## config.mk

```make
export PLATFORM = sky130hd
export DESIGN_NAME = adc_decimation_and_dc_block
export DESIGN_NICKNAME = d
export VERILOG_FILES = /design/src/adc_filter_pkg.sv /design/src/hpf_if.sv /design/src/adc_decimation_and_dc_block.sv /design/src/dc_block.sv
export VERILOG_INCLUDE_DIRS = /design/src
export SDC_FILE = /design/constraint.sdc
export NUM_CORES = 2
export LEC_CHECK = 0
export ABC_CLOCK_PERIOD_IN_PS = 24600
export CORE_ASPECT_RATIO = 1.25
export CORE_MARGIN = 2
export CORE_UTILIZATION = 50
export CTS_CLUSTER_DIAMETER = 50
export DETAILED_ROUTE_END_ITERATION = 10
export DONT_BUFFER_PORTS = 1
export GPL_TIMING_DRIVEN = 0
export PLACE_DENSITY = 0.76
export SLEW_MARGIN = 20
export SYNTH_ARGS = -nofsm -noshare
export SYNTH_HDL_FRONTEND = slang
export SYNTH_SLANG_ARGS = --single-unit
export TNS_END_PERCENT = 10
```

## constraint.sdc

```tcl
create_clock -name clk_i -period 24.6 [get_ports clk_i]
set_input_delay 2.46 -clock clk_i [delete_from_list [all_inputs] [get_ports clk_i]]
set_output_delay 2.46 -clock clk_i [all_outputs]
set_load 0.01 [all_outputs]
```

## src/adc_filter_regs.svh

```systemverilog
/*
 * Register offsets, field positions, reset values and timing counts of the
 * decimation and DC block filter. Assumes inclusion by bare name from any
 * file that needs the register map.
 */
`ifndef ADC_FILTER_REGS_SVH
`define ADC_FILTER_REGS_SVH

// ----------------------------------------------------------------------
// Register byte offsets
// ----------------------------------------------------------------------
`define CLOCK_REG_ADDR 8'h00
`define HPF_REG_ADDR 8'h04
`define CHAN_CFG_ADDR 8'h08
`define STATUS_ADDR 8'h0C
`define DATA_ADDR 8'h10

// ----------------------------------------------------------------------
// Field positions
// ----------------------------------------------------------------------
`define CLK_OSR_LSB 0
`define CLK_PWR_LSB 8
`define HPF_SEL_LSB 0
`define CHAN_EN_BIT 0
`define CHAN_HPF_DIS_BIT 1
`define CHAN_MUX_LSB 2
`define CHAN_GAIN_LSB 4
`define STAT_SETTLED_BIT 0
`define STAT_FAST_BIT 1

// ----------------------------------------------------------------------
// Reset values
// ----------------------------------------------------------------------
`define OSR_SEL_RST 3'h3
`define PWR_RST 2'h0
`define HPF_SEL_RST 4'h0
`define CHAN_EN_RST 1'b1
`define CHAN_HPF_DIS_RST 1'b0
`define CHAN_MUX_RST 2'h0
`define CHAN_GAIN_RST 3'h0

// ----------------------------------------------------------------------
// Timing counts, in master clock cycles
// ----------------------------------------------------------------------
`define SETTLE_OSR128 860
`define SETTLE_OSR256 1628
`define SETTLE_OSR512 3164
`define SETTLE_OSR1024 6236
`define SETTLE_OSR2048 12380
`define SETTLE_OSR4096 24668
`define SETTLE_OSR8192 49244
`define SETTLE_OSR16384 98396

`endif

```

## src/adc_filter_pkg.sv

```systemverilog
/*
 * Types and shared arithmetic of the decimation and DC block filter.
 * Assumes nothing of its surroundings.
 */
package adc_filter_pkg;

	// ------------------------------------------------------------------
	// Types
	// ------------------------------------------------------------------
	typedef enum logic [1:0] {
		high_res_mode = 2'h0,
		low_power_mode = 2'h1,
		very_low_power_mode = 2'h2
	} power_mode_t;

	typedef enum logic [1:0] {
		fast_first = 2'h0,
		fast_second = 2'h1,
		sinc3_path = 2'h3
	} path_t;

	// ------------------------------------------------------------------
	// Saturation to a 24-bit conversion word
	// ------------------------------------------------------------------
	function automatic logic signed [23:0] sat24(input logic signed [47:0] v);
		if (v > 48'sh0000007FFFFF)
			sat24 = 24'sh7FFFFF;
		else if (v < -48'sh000000800000)
			sat24 = 24'sh800000;
		else
			sat24 = v[23:0];
	endfunction

endpackage

```

## src/hpf_if.sv

```systemverilog
/*
 * Carrier between the decimator and the DC block stage.
 * Assumes both ends share one clock.
 */
interface hpf_if;
	logic signed [23:0] sample;
	logic sample_valid;
	logic [3:0] coeff_sel;
	logic bypass;
	logic signed [23:0] result;
	logic result_valid;

	modport feed(output sample, output sample_valid, output coeff_sel,
		output bypass, input result, input result_valid);
	modport filt(input sample, input sample_valid, input coeff_sel,
		input bypass, output result, output result_valid);
endinterface

```

## src/adc_decimation_and_dc_block.sv

```systemverilog
/*
 * One channel of sinc3 decimation with fast-startup sinc1 path, settling
 * tracking, DC block stage and a classic Wishbone register slave.
 * Assumes clk_i is the master clock and mod_bit_i the modulator stream,
 * one new bit every second master clock; both pins are asynchronous.
 */

`include "adc_filter_regs.svh"

module adc_decimation_and_dc_block import adc_filter_pkg::*; #(
	parameter int unsigned SETTLE_OSR1024 = `SETTLE_OSR1024,
	parameter int unsigned SETTLE_OSR2048 = `SETTLE_OSR2048,
	parameter int unsigned SETTLE_OSR4096 = `SETTLE_OSR4096,
	parameter int unsigned SETTLE_OSR8192 = `SETTLE_OSR8192,
	parameter int unsigned SETTLE_OSR16384 = `SETTLE_OSR16384
) (
	input logic clk_i,
	input logic rst_i,
	input logic wb_cyc_i,
	input logic wb_stb_i,
	input logic wb_we_i,
	input logic [7:0] wb_adr_i,
	input logic [3:0] wb_sel_i,
	input logic [31:0] wb_dat_i,
	output logic [31:0] wb_dat_o,
	output logic wb_ack_o,
	input logic mod_bit_i,
	input logic sync_i,
	output logic signed [23:0] data_o,
	output logic data_valid_o,
	output logic settled_o,
	output power_mode_t power_mode_o
);

	// ------------------------------------------------------------------
	// Helpers
	// ------------------------------------------------------------------
	function automatic logic [14:0] osr_len(input logic [2:0] sel);
		osr_len = 15'h0080 << sel;
	endfunction

	function automatic logic [16:0] settle_target(input logic [2:0] sel);
		unique case (sel)
			3'h0: settle_target = 17'(`SETTLE_OSR128);
			3'h1: settle_target = 17'(`SETTLE_OSR256);
			3'h2: settle_target = 17'(`SETTLE_OSR512);
			3'h3: settle_target = 17'(SETTLE_OSR1024);
			3'h4: settle_target = 17'(SETTLE_OSR2048);
			3'h5: settle_target = 17'(SETTLE_OSR4096);
			3'h6: settle_target = 17'(SETTLE_OSR8192);
			3'h7: settle_target = 17'(SETTLE_OSR16384);
		endcase
	endfunction

	// ------------------------------------------------------------------
	// Pin synchronisers
	// ------------------------------------------------------------------
	logic [1:0] mod_sync;
	logic [1:0] resync_sync;
	logic resync_prev;
	logic resync_rise;

	always_ff @(posedge clk_i) begin
		if (rst_i) begin
			mod_sync <= 2'h0;
			resync_sync <= 2'h0;
			resync_prev <= 1'b0;
		end else begin
			mod_sync <= {mod_sync[0], mod_bit_i};
			resync_sync <= {resync_sync[0], sync_i};
			resync_prev <= resync_sync[1];
		end
	end

	assign resync_rise = resync_sync[1] && !resync_prev;

	// ------------------------------------------------------------------
	// Register slave
	// ------------------------------------------------------------------
	logic [2:0] decimation_ratio_sel;
	logic [3:0] hpf_coeff_sel;
	logic chan_enable;
	logic chan_hpf_disable;
	logic [1:0] chan_mux;
	logic [2:0] chan_gain;
	logic bus_req;
	logic bus_commit;
	logic restart;
	logic next_restart;
	path_t path;

	assign bus_req = wb_cyc_i && wb_stb_i && !wb_ack_o;
	// Writes land on the edge at which the master samples ack
	assign bus_commit = wb_cyc_i && wb_stb_i && wb_we_i && wb_ack_o;

	always_ff @(posedge clk_i) begin
		if (rst_i) begin
			wb_ack_o <= 1'b0;
			wb_dat_o <= 32'h00000000;
		end else begin
			wb_ack_o <= bus_req;
			if (bus_req) begin
				unique case (wb_adr_i)
					`CLOCK_REG_ADDR: wb_dat_o <= 32'({power_mode_o, 5'h00,
						decimation_ratio_sel});
					`HPF_REG_ADDR: wb_dat_o <= 32'(hpf_coeff_sel);
					`CHAN_CFG_ADDR: wb_dat_o <= 32'({chan_gain, chan_mux,
						chan_hpf_disable, chan_enable});
					`STATUS_ADDR: wb_dat_o <= 32'({path != sinc3_path,
						settled_o});
					`DATA_ADDR: wb_dat_o <= 32'(data_o);
					default: wb_dat_o <= 32'h00000000;
				endcase
			end
		end
	end

	always_ff @(posedge clk_i) begin
		if (rst_i) begin
			decimation_ratio_sel <= `OSR_SEL_RST;
			power_mode_o <= power_mode_t'(`PWR_RST);
			hpf_coeff_sel <= `HPF_SEL_RST;
			chan_enable <= `CHAN_EN_RST;
			chan_hpf_disable <= `CHAN_HPF_DIS_RST;
			chan_mux <= `CHAN_MUX_RST;
			chan_gain <= `CHAN_GAIN_RST;
		end else if (bus_commit) begin
			if (wb_adr_i == `CLOCK_REG_ADDR && wb_sel_i[0])
				decimation_ratio_sel <= wb_dat_i[`CLK_OSR_LSB +: 3];
			if (wb_adr_i == `CLOCK_REG_ADDR && wb_sel_i[1])
				power_mode_o <= power_mode_t'(wb_dat_i[`CLK_PWR_LSB +: 2]);
			if (wb_adr_i == `HPF_REG_ADDR && wb_sel_i[0])
				hpf_coeff_sel <= wb_dat_i[`HPF_SEL_LSB +: 4];
			if (wb_adr_i == `CHAN_CFG_ADDR && wb_sel_i[0]) begin
				chan_enable <= wb_dat_i[`CHAN_EN_BIT];
				chan_hpf_disable <= wb_dat_i[`CHAN_HPF_DIS_BIT];
				chan_mux <= wb_dat_i[`CHAN_MUX_LSB +: 2];
				chan_gain <= wb_dat_i[`CHAN_GAIN_LSB +: 3];
			end
		end
	end

	// Settling restarts; the phase offset is not an input here
	always_comb begin
		next_restart = resync_rise;
		if (bus_commit && wb_sel_i[0]) begin
			if (wb_adr_i == `CHAN_CFG_ADDR && (
				(wb_dat_i[`CHAN_EN_BIT] && !chan_enable) ||
				wb_dat_i[`CHAN_MUX_LSB +: 2] != chan_mux ||
				wb_dat_i[`CHAN_GAIN_LSB +: 3] != chan_gain))
				next_restart = 1'b1;
			if (wb_adr_i == `CLOCK_REG_ADDR &&
				wb_dat_i[`CLK_OSR_LSB +: 3] != decimation_ratio_sel)
				next_restart = 1'b1;
		end
	end

	always_ff @(posedge clk_i) begin
		if (rst_i)
			restart <= 1'b0;
		else
			restart <= next_restart;
	end

	// ------------------------------------------------------------------
	// Sinc3 decimator with sinc1 fast-startup path
	// ------------------------------------------------------------------
	logic mod_tick;
	logic dec_tick;
	logic [13:0] dec_cnt;
	logic signed [43:0] int1, int2, int3;
	logic signed [43:0] dly1, dly2, dly3;
	logic signed [43:0] comb1, comb2, comb3;
	logic signed [43:0] bit_val;
	logic signed [15:0] fast_acc;
	logic signed [15:0] fast_sum;
	logic signed [47:0] sinc3_scaled;
	logic signed [47:0] sinc1_scaled;
	logic [4:0] sinc3_shift;
	logic filt_clear;
	hpf_if hpf();

	// The modulator delivers one bit every second master clock
	always_ff @(posedge clk_i) begin
		if (rst_i)
			mod_tick <= 1'b0;
		else
			mod_tick <= !mod_tick;
	end

	assign filt_clear = restart || !chan_enable;
	assign dec_tick = mod_tick && !filt_clear &&
		dec_cnt == 14'(osr_len(decimation_ratio_sel) - 15'h0001);

	always_comb begin
		bit_val = mod_sync[1] ? 44'sh00000000001 : -44'sh00000000001;
		// Combs act on the integrator before this bit, one modulator
		// sample of delay with no effect on the response
		comb1 = int3 - dly1;
		comb2 = comb1 - dly2;
		comb3 = comb2 - dly3;
		fast_sum = fast_acc + bit_val[15:0];
		sinc3_shift = {1'b0, decimation_ratio_sel, 1'b0}
			+ {2'h0, decimation_ratio_sel};
		sinc3_scaled = ($signed({{4{comb3[43]}}, comb3}) <<< 2)
			>>> sinc3_shift;
		sinc1_scaled = $signed({{32{fast_sum[15]}}, fast_sum})
			<<< (5'h10 - {2'h0, decimation_ratio_sel});
	end

	// Integrators wrap modulo 2^44, which the combs undo exactly
	always_ff @(posedge clk_i) begin
		if (rst_i || filt_clear) begin
			int1 <= 44'sh0;
			int2 <= 44'sh0;
			int3 <= 44'sh0;
			dly1 <= 44'sh0;
			dly2 <= 44'sh0;
			dly3 <= 44'sh0;
			dec_cnt <= 14'h0000;
			fast_acc <= 16'sh0000;
		end else if (mod_tick) begin
			int1 <= int1 + bit_val;
			int2 <= int2 + int1;
			int3 <= int3 + int2;
			fast_acc <= dec_tick ? 16'sh0000 : fast_sum;
			dec_cnt <= dec_tick ? 14'h0000 : dec_cnt + 14'h0001;
			if (dec_tick) begin
				dly1 <= int3;
				dly2 <= comb1;
				dly3 <= comb2;
			end
		end
	end

	always_ff @(posedge clk_i) begin
		if (rst_i) begin
			path <= fast_first;
		end else if (dec_tick) begin
			unique case (path)
				fast_first: path <= fast_second;
				fast_second: path <= sinc3_path;
				sinc3_path: path <= sinc3_path;
			endcase
		end
	end

	// Words pass on whether settled or not
	always_ff @(posedge clk_i) begin
		if (rst_i) begin
			hpf.sample <= 24'sh000000;
			hpf.sample_valid <= 1'b0;
		end else begin
			hpf.sample_valid <= dec_tick;
			if (dec_tick)
				hpf.sample <= (path == sinc3_path) ? sat24(sinc3_scaled)
					: sat24(sinc1_scaled);
		end
	end

	// ------------------------------------------------------------------
	// Settling tracker
	// ------------------------------------------------------------------
	logic [16:0] settle_cnt;

	always_ff @(posedge clk_i) begin
		if (rst_i || filt_clear) begin
			settle_cnt <= 17'h00000;
			settled_o <= 1'b0;
		end else if (!settled_o) begin
			if (settle_cnt == settle_target(decimation_ratio_sel)
				- 17'h00001)
				settled_o <= 1'b1;
			else
				settle_cnt <= settle_cnt + 17'h00001;
		end
	end

	// ------------------------------------------------------------------
	// DC block stage and output register
	// ------------------------------------------------------------------
	assign hpf.coeff_sel = hpf_coeff_sel;
	assign hpf.bypass = chan_hpf_disable;

	dc_block u_dc_block (
		.clk_i(clk_i),
		.rst_i(rst_i),
		.hpf(hpf.filt)
	);

	always_ff @(posedge clk_i) begin
		if (rst_i) begin
			data_o <= 24'sh000000;
			data_valid_o <= 1'b0;
		end else begin
			data_valid_o <= hpf.result_valid;
			if (hpf.result_valid)
				data_o <= hpf.result;
		end
	end

	// ------------------------------------------------------------------
	// Checks
	// ------------------------------------------------------------------
	logic [16:0] gap_cnt;
	logic gap_armed;

	always_ff @(posedge clk_i) begin
		if (rst_i || filt_clear) begin
			gap_cnt <= 17'h00000;
			gap_armed <= 1'b0;
		end else begin
			gap_cnt <= hpf.sample_valid ? 17'h00001 : gap_cnt + 17'h00001;
			if (hpf.sample_valid)
				gap_armed <= 1'b1;
		end
	end
endmodule // adc_decimation_and_dc_block

```

## src/dc_block.sv

```systemverilog
/*
 * First-order recursive high-pass stage run once per decimated word.
 * Assumes sample_valid is a one-cycle strobe and controls are static.
 */
module dc_block import adc_filter_pkg::*; (
	input logic clk_i,
	input logic rst_i,
	hpf_if.filt hpf
);

	// ------------------------------------------------------------------
	// Datapath: y = x - s, s += a * y, a = 2^-(sel+1)
	// ------------------------------------------------------------------
	// Sixteen fraction bits keep the slowest pole from stalling on
	// truncation; very small steps still settle only to within an LSB.
	logic signed [39:0] acc;
	logic signed [40:0] diff;
	logic signed [40:0] step;
	logic active;

	assign active = (hpf.coeff_sel != 4'h0) && !hpf.bypass;

	always_comb begin
		diff = $signed({hpf.sample[23], hpf.sample, 16'h0000})
			- $signed({acc[39], acc});
		step = diff >>> ({1'b0, hpf.coeff_sel} + 5'h01);
	end

	always_ff @(posedge clk_i) begin
		if (rst_i || !active) begin
			acc <= 40'sh0000000000;
		end else if (hpf.sample_valid) begin
			acc <= acc + step[39:0];
		end
	end

	always_ff @(posedge clk_i) begin
		if (rst_i) begin
			hpf.result <= 24'sh000000;
			hpf.result_valid <= 1'b0;
		end else begin
			hpf.result_valid <= hpf.sample_valid;
			if (hpf.sample_valid) begin
				if (active)
					hpf.result <= sat24(48'(diff >>> 16));
				else
					hpf.result <= hpf.sample;
			end
		end
	end
endmodule // dc_block

```

# ---- After elaboration in Yosys (flattened, before gate mapping)
# Memory sizes are Yosys's and may differ from the RTL's. A register that Yosys moved wholly into a read port is not among the register bits.
# Cells that the tools add are included.
dict set report op_classes {
  addsub 16
  bitwise 2
  shifts 4
  n_reduce_logical 38
  muxes 22
  magnitude_cmp 6
  n_eq_ne 12
}
# op n
set ops {}
lappend ops {{two-way mux 24 bit} 8}
lappend ops {{case mux 32 bit (5 select lines)} 1}
lappend ops {{adder 44 bit} 3}
lappend ops {{subtractor 44 bit} 3}
lappend ops {{greater-than comparator 48 x 24 -> 1 bit, second input constant} 2}
lappend ops {{< comparator 48 x 24 -> 1 bit, second input constant} 2}
lappend ops {{<<< shifter 16 x 5 -> 48 bit} 1}
lappend ops {{>>> shifter 46 x 5 -> 48 bit} 1}
lappend ops {{two-way mux 44 bit} 1}
lappend ops {{>>> shifter 41 x 5 -> 40 bit} 1}
lappend ops {{subtractor 40 x 40 -> 41 bit} 1}
lappend ops {{adder 40 bit} 1}
lappend ops {{two-way mux 17 bit} 2}
lappend ops {{greater-than comparator 25 x 24 -> 1 bit, second input constant} 1}
lappend ops {{< comparator 25 x 24 -> 1 bit, second input constant} 1}
lappend ops {{adder 17 x 1 -> 17 bit, second input constant} 1}
lappend ops {{equality test 17 bit} 1}
lappend ops {{subtractor 17 x 1 -> 17 bit, second input constant} 1}
lappend ops {{adder 16 bit} 1}
lappend ops {{equality test 8 x 4 -> 1 bit, second input constant} 2}
lappend ops {{logical AND 1 bit} 16}
lappend ops {{two-way mux 16 bit} 1}
lappend ops {{adder 14 x 1 -> 14 bit, second input constant} 1}
lappend ops {{equality test 14 bit} 1}
lappend ops {{24 further kinds} 46}
dict set report totals {
  out_inout_bits 61
  romBits 72
  word_cells 133
  register_bits 485
  mem_count 1
}
# name words word_bits read_ports rd_clocked_by_memory_dff write_ports line_no
set memory_table {}
lappend memory_table {{(no name shown)} 8 9 1 1 0 adc_decimation_and_dc_block.sv:43} ;# unique case (sel)

# ---- Longest topological paths before layout
dict set report depth {
  depth_word 8
  ltp_mapped 48
}

# ---- Modules after synthesis
# A second synthesis with hierarchy kept.
dict set report hier_totals {
  hier_cells 5780
  area_unflattened_um2 43003.7
}
# module area_each_um2 cells_per_inst instances
set modules_own_cells {}
lappend modules_own_cells {adc_decimation_and_dc_block 33271.9 4406 1}
lappend modules_own_cells {dc_block 9731.8 1374 1}

# ---- Worst setup path before layout
# OpenSTA, ideal clock, no wires.
dict set report synth_timing {
  path_type {register to register}
  startpoint {reg int3[9]}
  endpoint {reg hpf.sample[8]}
  setup_ps 69
  path_stages_with_launch 44
  setup_slack_ps 15588
  period_less_slack_ps 9012
  arrival_time_ps 8943
  path_cell_list {dfxtp_1 > ha_1 > and3_1 > o31a_1 > o31a_1 > nor2_1 > a21boi_0 > o21ai_0 > a21boi_0 > o21ai_0 > a21boi_0 > o21a_1 > o21ai_0 > a21boi_0 > o31a_1 > or4_1 > o311ai_0 > ha_1 > (+8 left out) > ha_1 > clkbuf_1 > nand2_1 > o21a_1 > o21ai_0 > mux2_2 > a311oi_1 > or2_2 > o211ai_1 > and2_1 > mux4_2 > a31o_1 > or4b_1 > nor4_1 > o311ai_1 > buf_2 > o21a_1 > o21ai_1}
}
dict set report synth_via {
  elab_chain_cells 8
  elab_cells_between_ends 9
  cone_classes {add/sub (3); order compare (2); shift (1); mux (3)}
}
# item line_no
set synth_rtl {}
lappend synth_rtl {{from (decl)} adc_decimation_and_dc_block.sv:171} ;# logic signed [43:0] int1, int2, int3;
lappend synth_rtl {{from (signal assigned)} adc_decimation_and_dc_block.sv:225} ;# int3 <= int3 + int2;
lappend synth_rtl {{subtractor 44 bit *} adc_decimation_and_dc_block.sv:199} ;# comb1 = int3 - dly1;
lappend synth_rtl {{named net comb1[25]} adc_decimation_and_dc_block.sv:173} ;# logic signed [43:0] comb1, comb2, comb3;
lappend synth_rtl {{subtractor 44 bit *} adc_decimation_and_dc_block.sv:200} ;# comb2 = comb1 - dly2;
lappend synth_rtl {{named net comb2[30]} adc_decimation_and_dc_block.sv:173}
lappend synth_rtl {{subtractor 44 bit *} adc_decimation_and_dc_block.sv:201} ;# comb3 = comb2 - dly3;
lappend synth_rtl {{>>> shifter 46 x 5 -> 48 bit *} adc_decimation_and_dc_block.sv:205} ;# sinc3_scaled = ($signed({{4{comb3[43]}}, comb3}) <<< 2)
lappend synth_rtl {{< comparator 48 x 24 -> 1 bit} adc_filter_pkg.sv:28} ;# else if (v < -48'sh000000800000)
lappend synth_rtl {{two-way mux 24 bit} adc_filter_pkg.sv:28}
lappend synth_rtl {{two-way mux 24 bit *} adc_filter_pkg.sv:26} ;# if (v > 48'sh0000007FFFFF)
lappend synth_rtl {{two-way mux 24 bit *} adc_decimation_and_dc_block.sv:256} ;# hpf.sample <= (path == sinc3_path) ? sat24(sinc3_scaled)
lappend synth_rtl {{to (signal assigned)} adc_decimation_and_dc_block.sv:256}
lappend synth_rtl {{to (decl)} hpf_if.sv:6} ;# logic signed [23:0] sample;
# The timed path passes the listed nets; every way through them passes the cells marked *.
# A chain may end at the register's enable or synchronous reset.

# ---- Worst setup path after layout
dict set report layout_timing {
  startpoint {reg int3[1]}
  endpoint {reg hpf.sample[15]}
}
# The elaborated chain is that of the path after synthesis.

==> summary.md <==
| Metric | Value |
|---|---|
| Routed WL | 140,000 um |
| CORE AREA | 83,800 um^2 |
| Hold path depth | 1 |
| Max-cap violation count | 0 |
| Largest cells by area after synthesis | dfxtp_1, ha_1, mux2i_1, nor2_1, a21oi_1 |
| CP Class | flop to flop |
| # diodes | 0 |
| Fin. Hold Viols | 0 |
| Synth Area per Inst | 7.51 um^2 |
| Hold slack final | 0.438 ns |
| Post-route ant nets | 0 |
| Adder-Cell Fraction of Synth Area | 11.2% |
| Yosys top cell by area | dfxtp_1 |
| #FFs+latches synth | 486 |
| Vias per Instance | 6.18 |
| Post-DP HPWL | 110,000 um |
| Via count | 42,100 |
| I/O pin cnt | 112 |
| Total track usage | 31.4% |
| Main combinational cell family by area after synthesis | compound AO/OA/AOI/OAI gates |
| Worst EP required | 25.18 ns |
| Clk sinks | 486 |
| Pin count of the biggest net entering global routing | 59 |
| Htree depth | 3 |
| Die footprint | 86,600 um^2 |
| Synth warn | 0 |
| Slew HR | 22.5% |
| Nets@finish | 6,092 |
| Dominant synthesized flop cell | dfxtp_1 |
| Placer Congestion | 1.00 |
| Clk_skew | 0.0433 ns |
| Pwr dens | 161 nW/um^2 |
| Setup TNS Final | 0 ns |
| R2R setup slack | 13.13 ns |
| Hold Path Sink | mod_sync[1]$_SDFF_PP0_ |
| Initial antenna violation count | 1 |
| Post-synthesis mux area share | 7.99% |
| RR Endpoint | hpf.sample[15]$_SDFFE_PP0P_ |
| RSZ-0062 raised after global routing | no |
| Layout cells sized above 1 | 4.57% |
| Post-Syn Nets | 6,023 |
| Worst skew pair latency | 0.66 ns |
| Post-synth top area share | 23.1% |
| First-pass GRT wire length | 220,000 um |
| Netlist cell types | 97 |
| GRT overflow | 0 |
| Area Overhead vs Synth | 8.92% |
| Mapped Area | 42,100 um^2 |
| LEAKAGE | 18.9 nW |
| CP endpoint kind | flop |
| Initial Util | 50.3% |
| Row cnt | 119 |
| # DRC | 0 |
| Routed wire per std cell | 20.6 um |
| Min-Delay Startpoint | mod_sync[0]$_SDFF_PP0_ |
| CTS clock-pin slew for the worst setup and hold paths | 0.06 ns |
| Worst setup SP type | flop |
| CTS tree | done |
| Most numerous cell in the Yosys netlist | nor2_1 |
| Synth Area in XOR/XNOR | 7.17% |
| Post-synthesis sequential area ratio | 23.1% |
| R2R Path Start | int3[1]$_SDFFE_PP0P_ |
| Die height | 329 um |
| Die width | 264 um |
| Min Tclk post-route | 11.47 ns |
| Ys async rst share | 0% |
| Post-CTS Setup Bufs | 0 |
| Simple-Gate Fraction of Synth Area | 19.5% |
| Endpoints failing setup | 0 |
| Synth Area in Compound Gates | 25.8% |
| Worst Reg-to-Reg Cells | 40 |
| Period utilisation layout | 46.6% |
| Worst-path fanout max | 10 |
| Vias in the first global route | 40,600 |
| VDD IR max | 0.164 mV |
| Max Slew Vio Count | 0 |
| Critical Path Max Stage Delay | 0.58 ns |
| DRT iter0 DRCs | 3,435 |
| Root Driver | clkbuf_16 |
| Cts hold-fix bufs | 0 |
| Fmax | 87.2 MHz |
| Critical path arrival | 12.05 ns |
| Post-synth top cells | nor2_1, nand2_1, dfxtp_1, a21oi_1, o21ai_0 |
| Slowest CP cell | a21boi_0 |
| Buffers on Ports | 0 |
| Clock Path Buffers | 3 |
| Worst hold path class | flop to flop |
| Slew @ Worst Pin | 1.16 ns |
| # resized after CTS | 0 |
| Outcome | finished, final reports clean |
| DR pass1 iterations | 9 |
| Post-synth EDFFs | 0 |
| Num CTS Buffers | 67 |
| Cells after synthesis | 5,611 |
| Most frequent cell on the critical path | o21ai_0 |
## worst max-delay path by stage
stage | slack (ns) | startpoint | cells after the start | to
after floorplan | 15.59 | int3[9]$_SDFFE_PP0P_ | 43 | hpf.sample[8]$_SDFFE_PP0P_
after global placement | 13.47 | int3[1]$_SDFFE_PP0P_ | 42 | hpf.sample[15]$_SDFFE_PP0P_
after detailed placement | 13.37 | int3[1]$_SDFFE_PP0P_ | 40 | hpf.sample[15]$_SDFFE_PP0P_
after CTS | 13.28 | int3[1]$_SDFFE_PP0P_ | 40 | hpf.sample[15]$_SDFFE_PP0P_
after global routing | 12.30 | int3[0]$_SDFFE_PP0P_ | 43 | hpf.sample[15]$_SDFFE_PP0P_
final | 13.13 | int3[1]$_SDFFE_PP0P_ | 40 | hpf.sample[15]$_SDFFE_PP0P_
## registers in the layout (all words and copies together), names as in the netlist, 24 cells and up, named ones only
register	count
wb_dat_o	24
int1	44
hpf.sample	24
int2	44
dly1	44
u_dc_block.acc	40
dly3	44
data_o	24
int3	44
u_dc_block.hpf.result	24
dly2	44
## worst max-delay path, delay by kind of cell (launching register included)
family          cells  cell delay [ns]
xor+xnor            2             0.38
simple gates        8             1.73
fa+ha+maj           3             1.17
flops               1             0.56
compound gates     22             5.91
mux                 2             0.88
buf+inv             3             0.77
## where the power goes
| part | internal [mW] | switching [mW] | leakage [nW] |
|---|---|---|---|
| clock | 0.626 | 0.406 | 1.17 |
| sequential | 0.828 | 0.0476 | 3.93 |
| combinational | 2.12 | 3.35 | 13.8 |
| total | 3.58 | 3.80 | 18.9 |
## cell type report
class                   instances  area [um^2]
flip-flops and latches        486         9730
well taps                    1089         1360
clock buffers                  86         1880
fillers                      7967        37900
multi-input cells            4549        30200
inverters                     289         1090
plain buffers                 287         1130
clock inverters                36          503
## stage by stage
| stage | area, um^2 | power (mW) | worst slack [ns] | std cells | util, % |
|---|---|---|---|---|---|
| finish | 45900 | 7.38 | 13.13 | 6822 | 54.7 |
| global route | 45900 | 7.90 | 12.30 | 6822 | 54.7 |
| CTS | 45900 | 7.26 | 13.28 | 6822 | 54.7 |
| detailed placement | 43500 | 6.20 | 13.37 | 6700 | 51.9 |
| global placement | 43500 | 6.15 | 13.47 | 6700 | 51.9 |
| floorplan | 42100 | 4.92 | 15.59 | 5611 | - |
## cells by family (layout without fill, tap and decap cells)
family,Yosys count,after routing
AO/OA/AOI/OAI,1693,1693
flip-flops,486,486
AND/OR/NAND/NOR,1829,1829
buffers and inverters,576,698
XOR/XNOR,343,343
adder cells (fa/ha/maj),375,375
multiplexers,309,309
## per-layer routing
metal / part of all wire, % / vias to the layer above / global-route usage (%)
li1: - / 20300 / -
met1: 38 / 19800 / 34.2
met2: 49 / 1506 / 56.0
met3: 5.3 / 501 / 4.78
met4: 7.7 / 0 / 22.3
met5: 0 / - / 0
## cell usage in the layout (no fill, tap or decap), drive strengths merged, types with 53 or more instances in the layout
cell type    n
o21a        68
nor3       113
nand2      570
dfxtp      486
nand2b      53
nor2       649
clkbuf     314
a31oi       56
mux2i      245
nand3      112
buf         59
nor2b       55
o21ai      424
a21o       143
a211oi      76
xor2       125
o211ai      53
a21oi      454
and3        60
inv        294
xnor2      218
ha         352
Note: power is estimated with default switching activity, not from simulation.
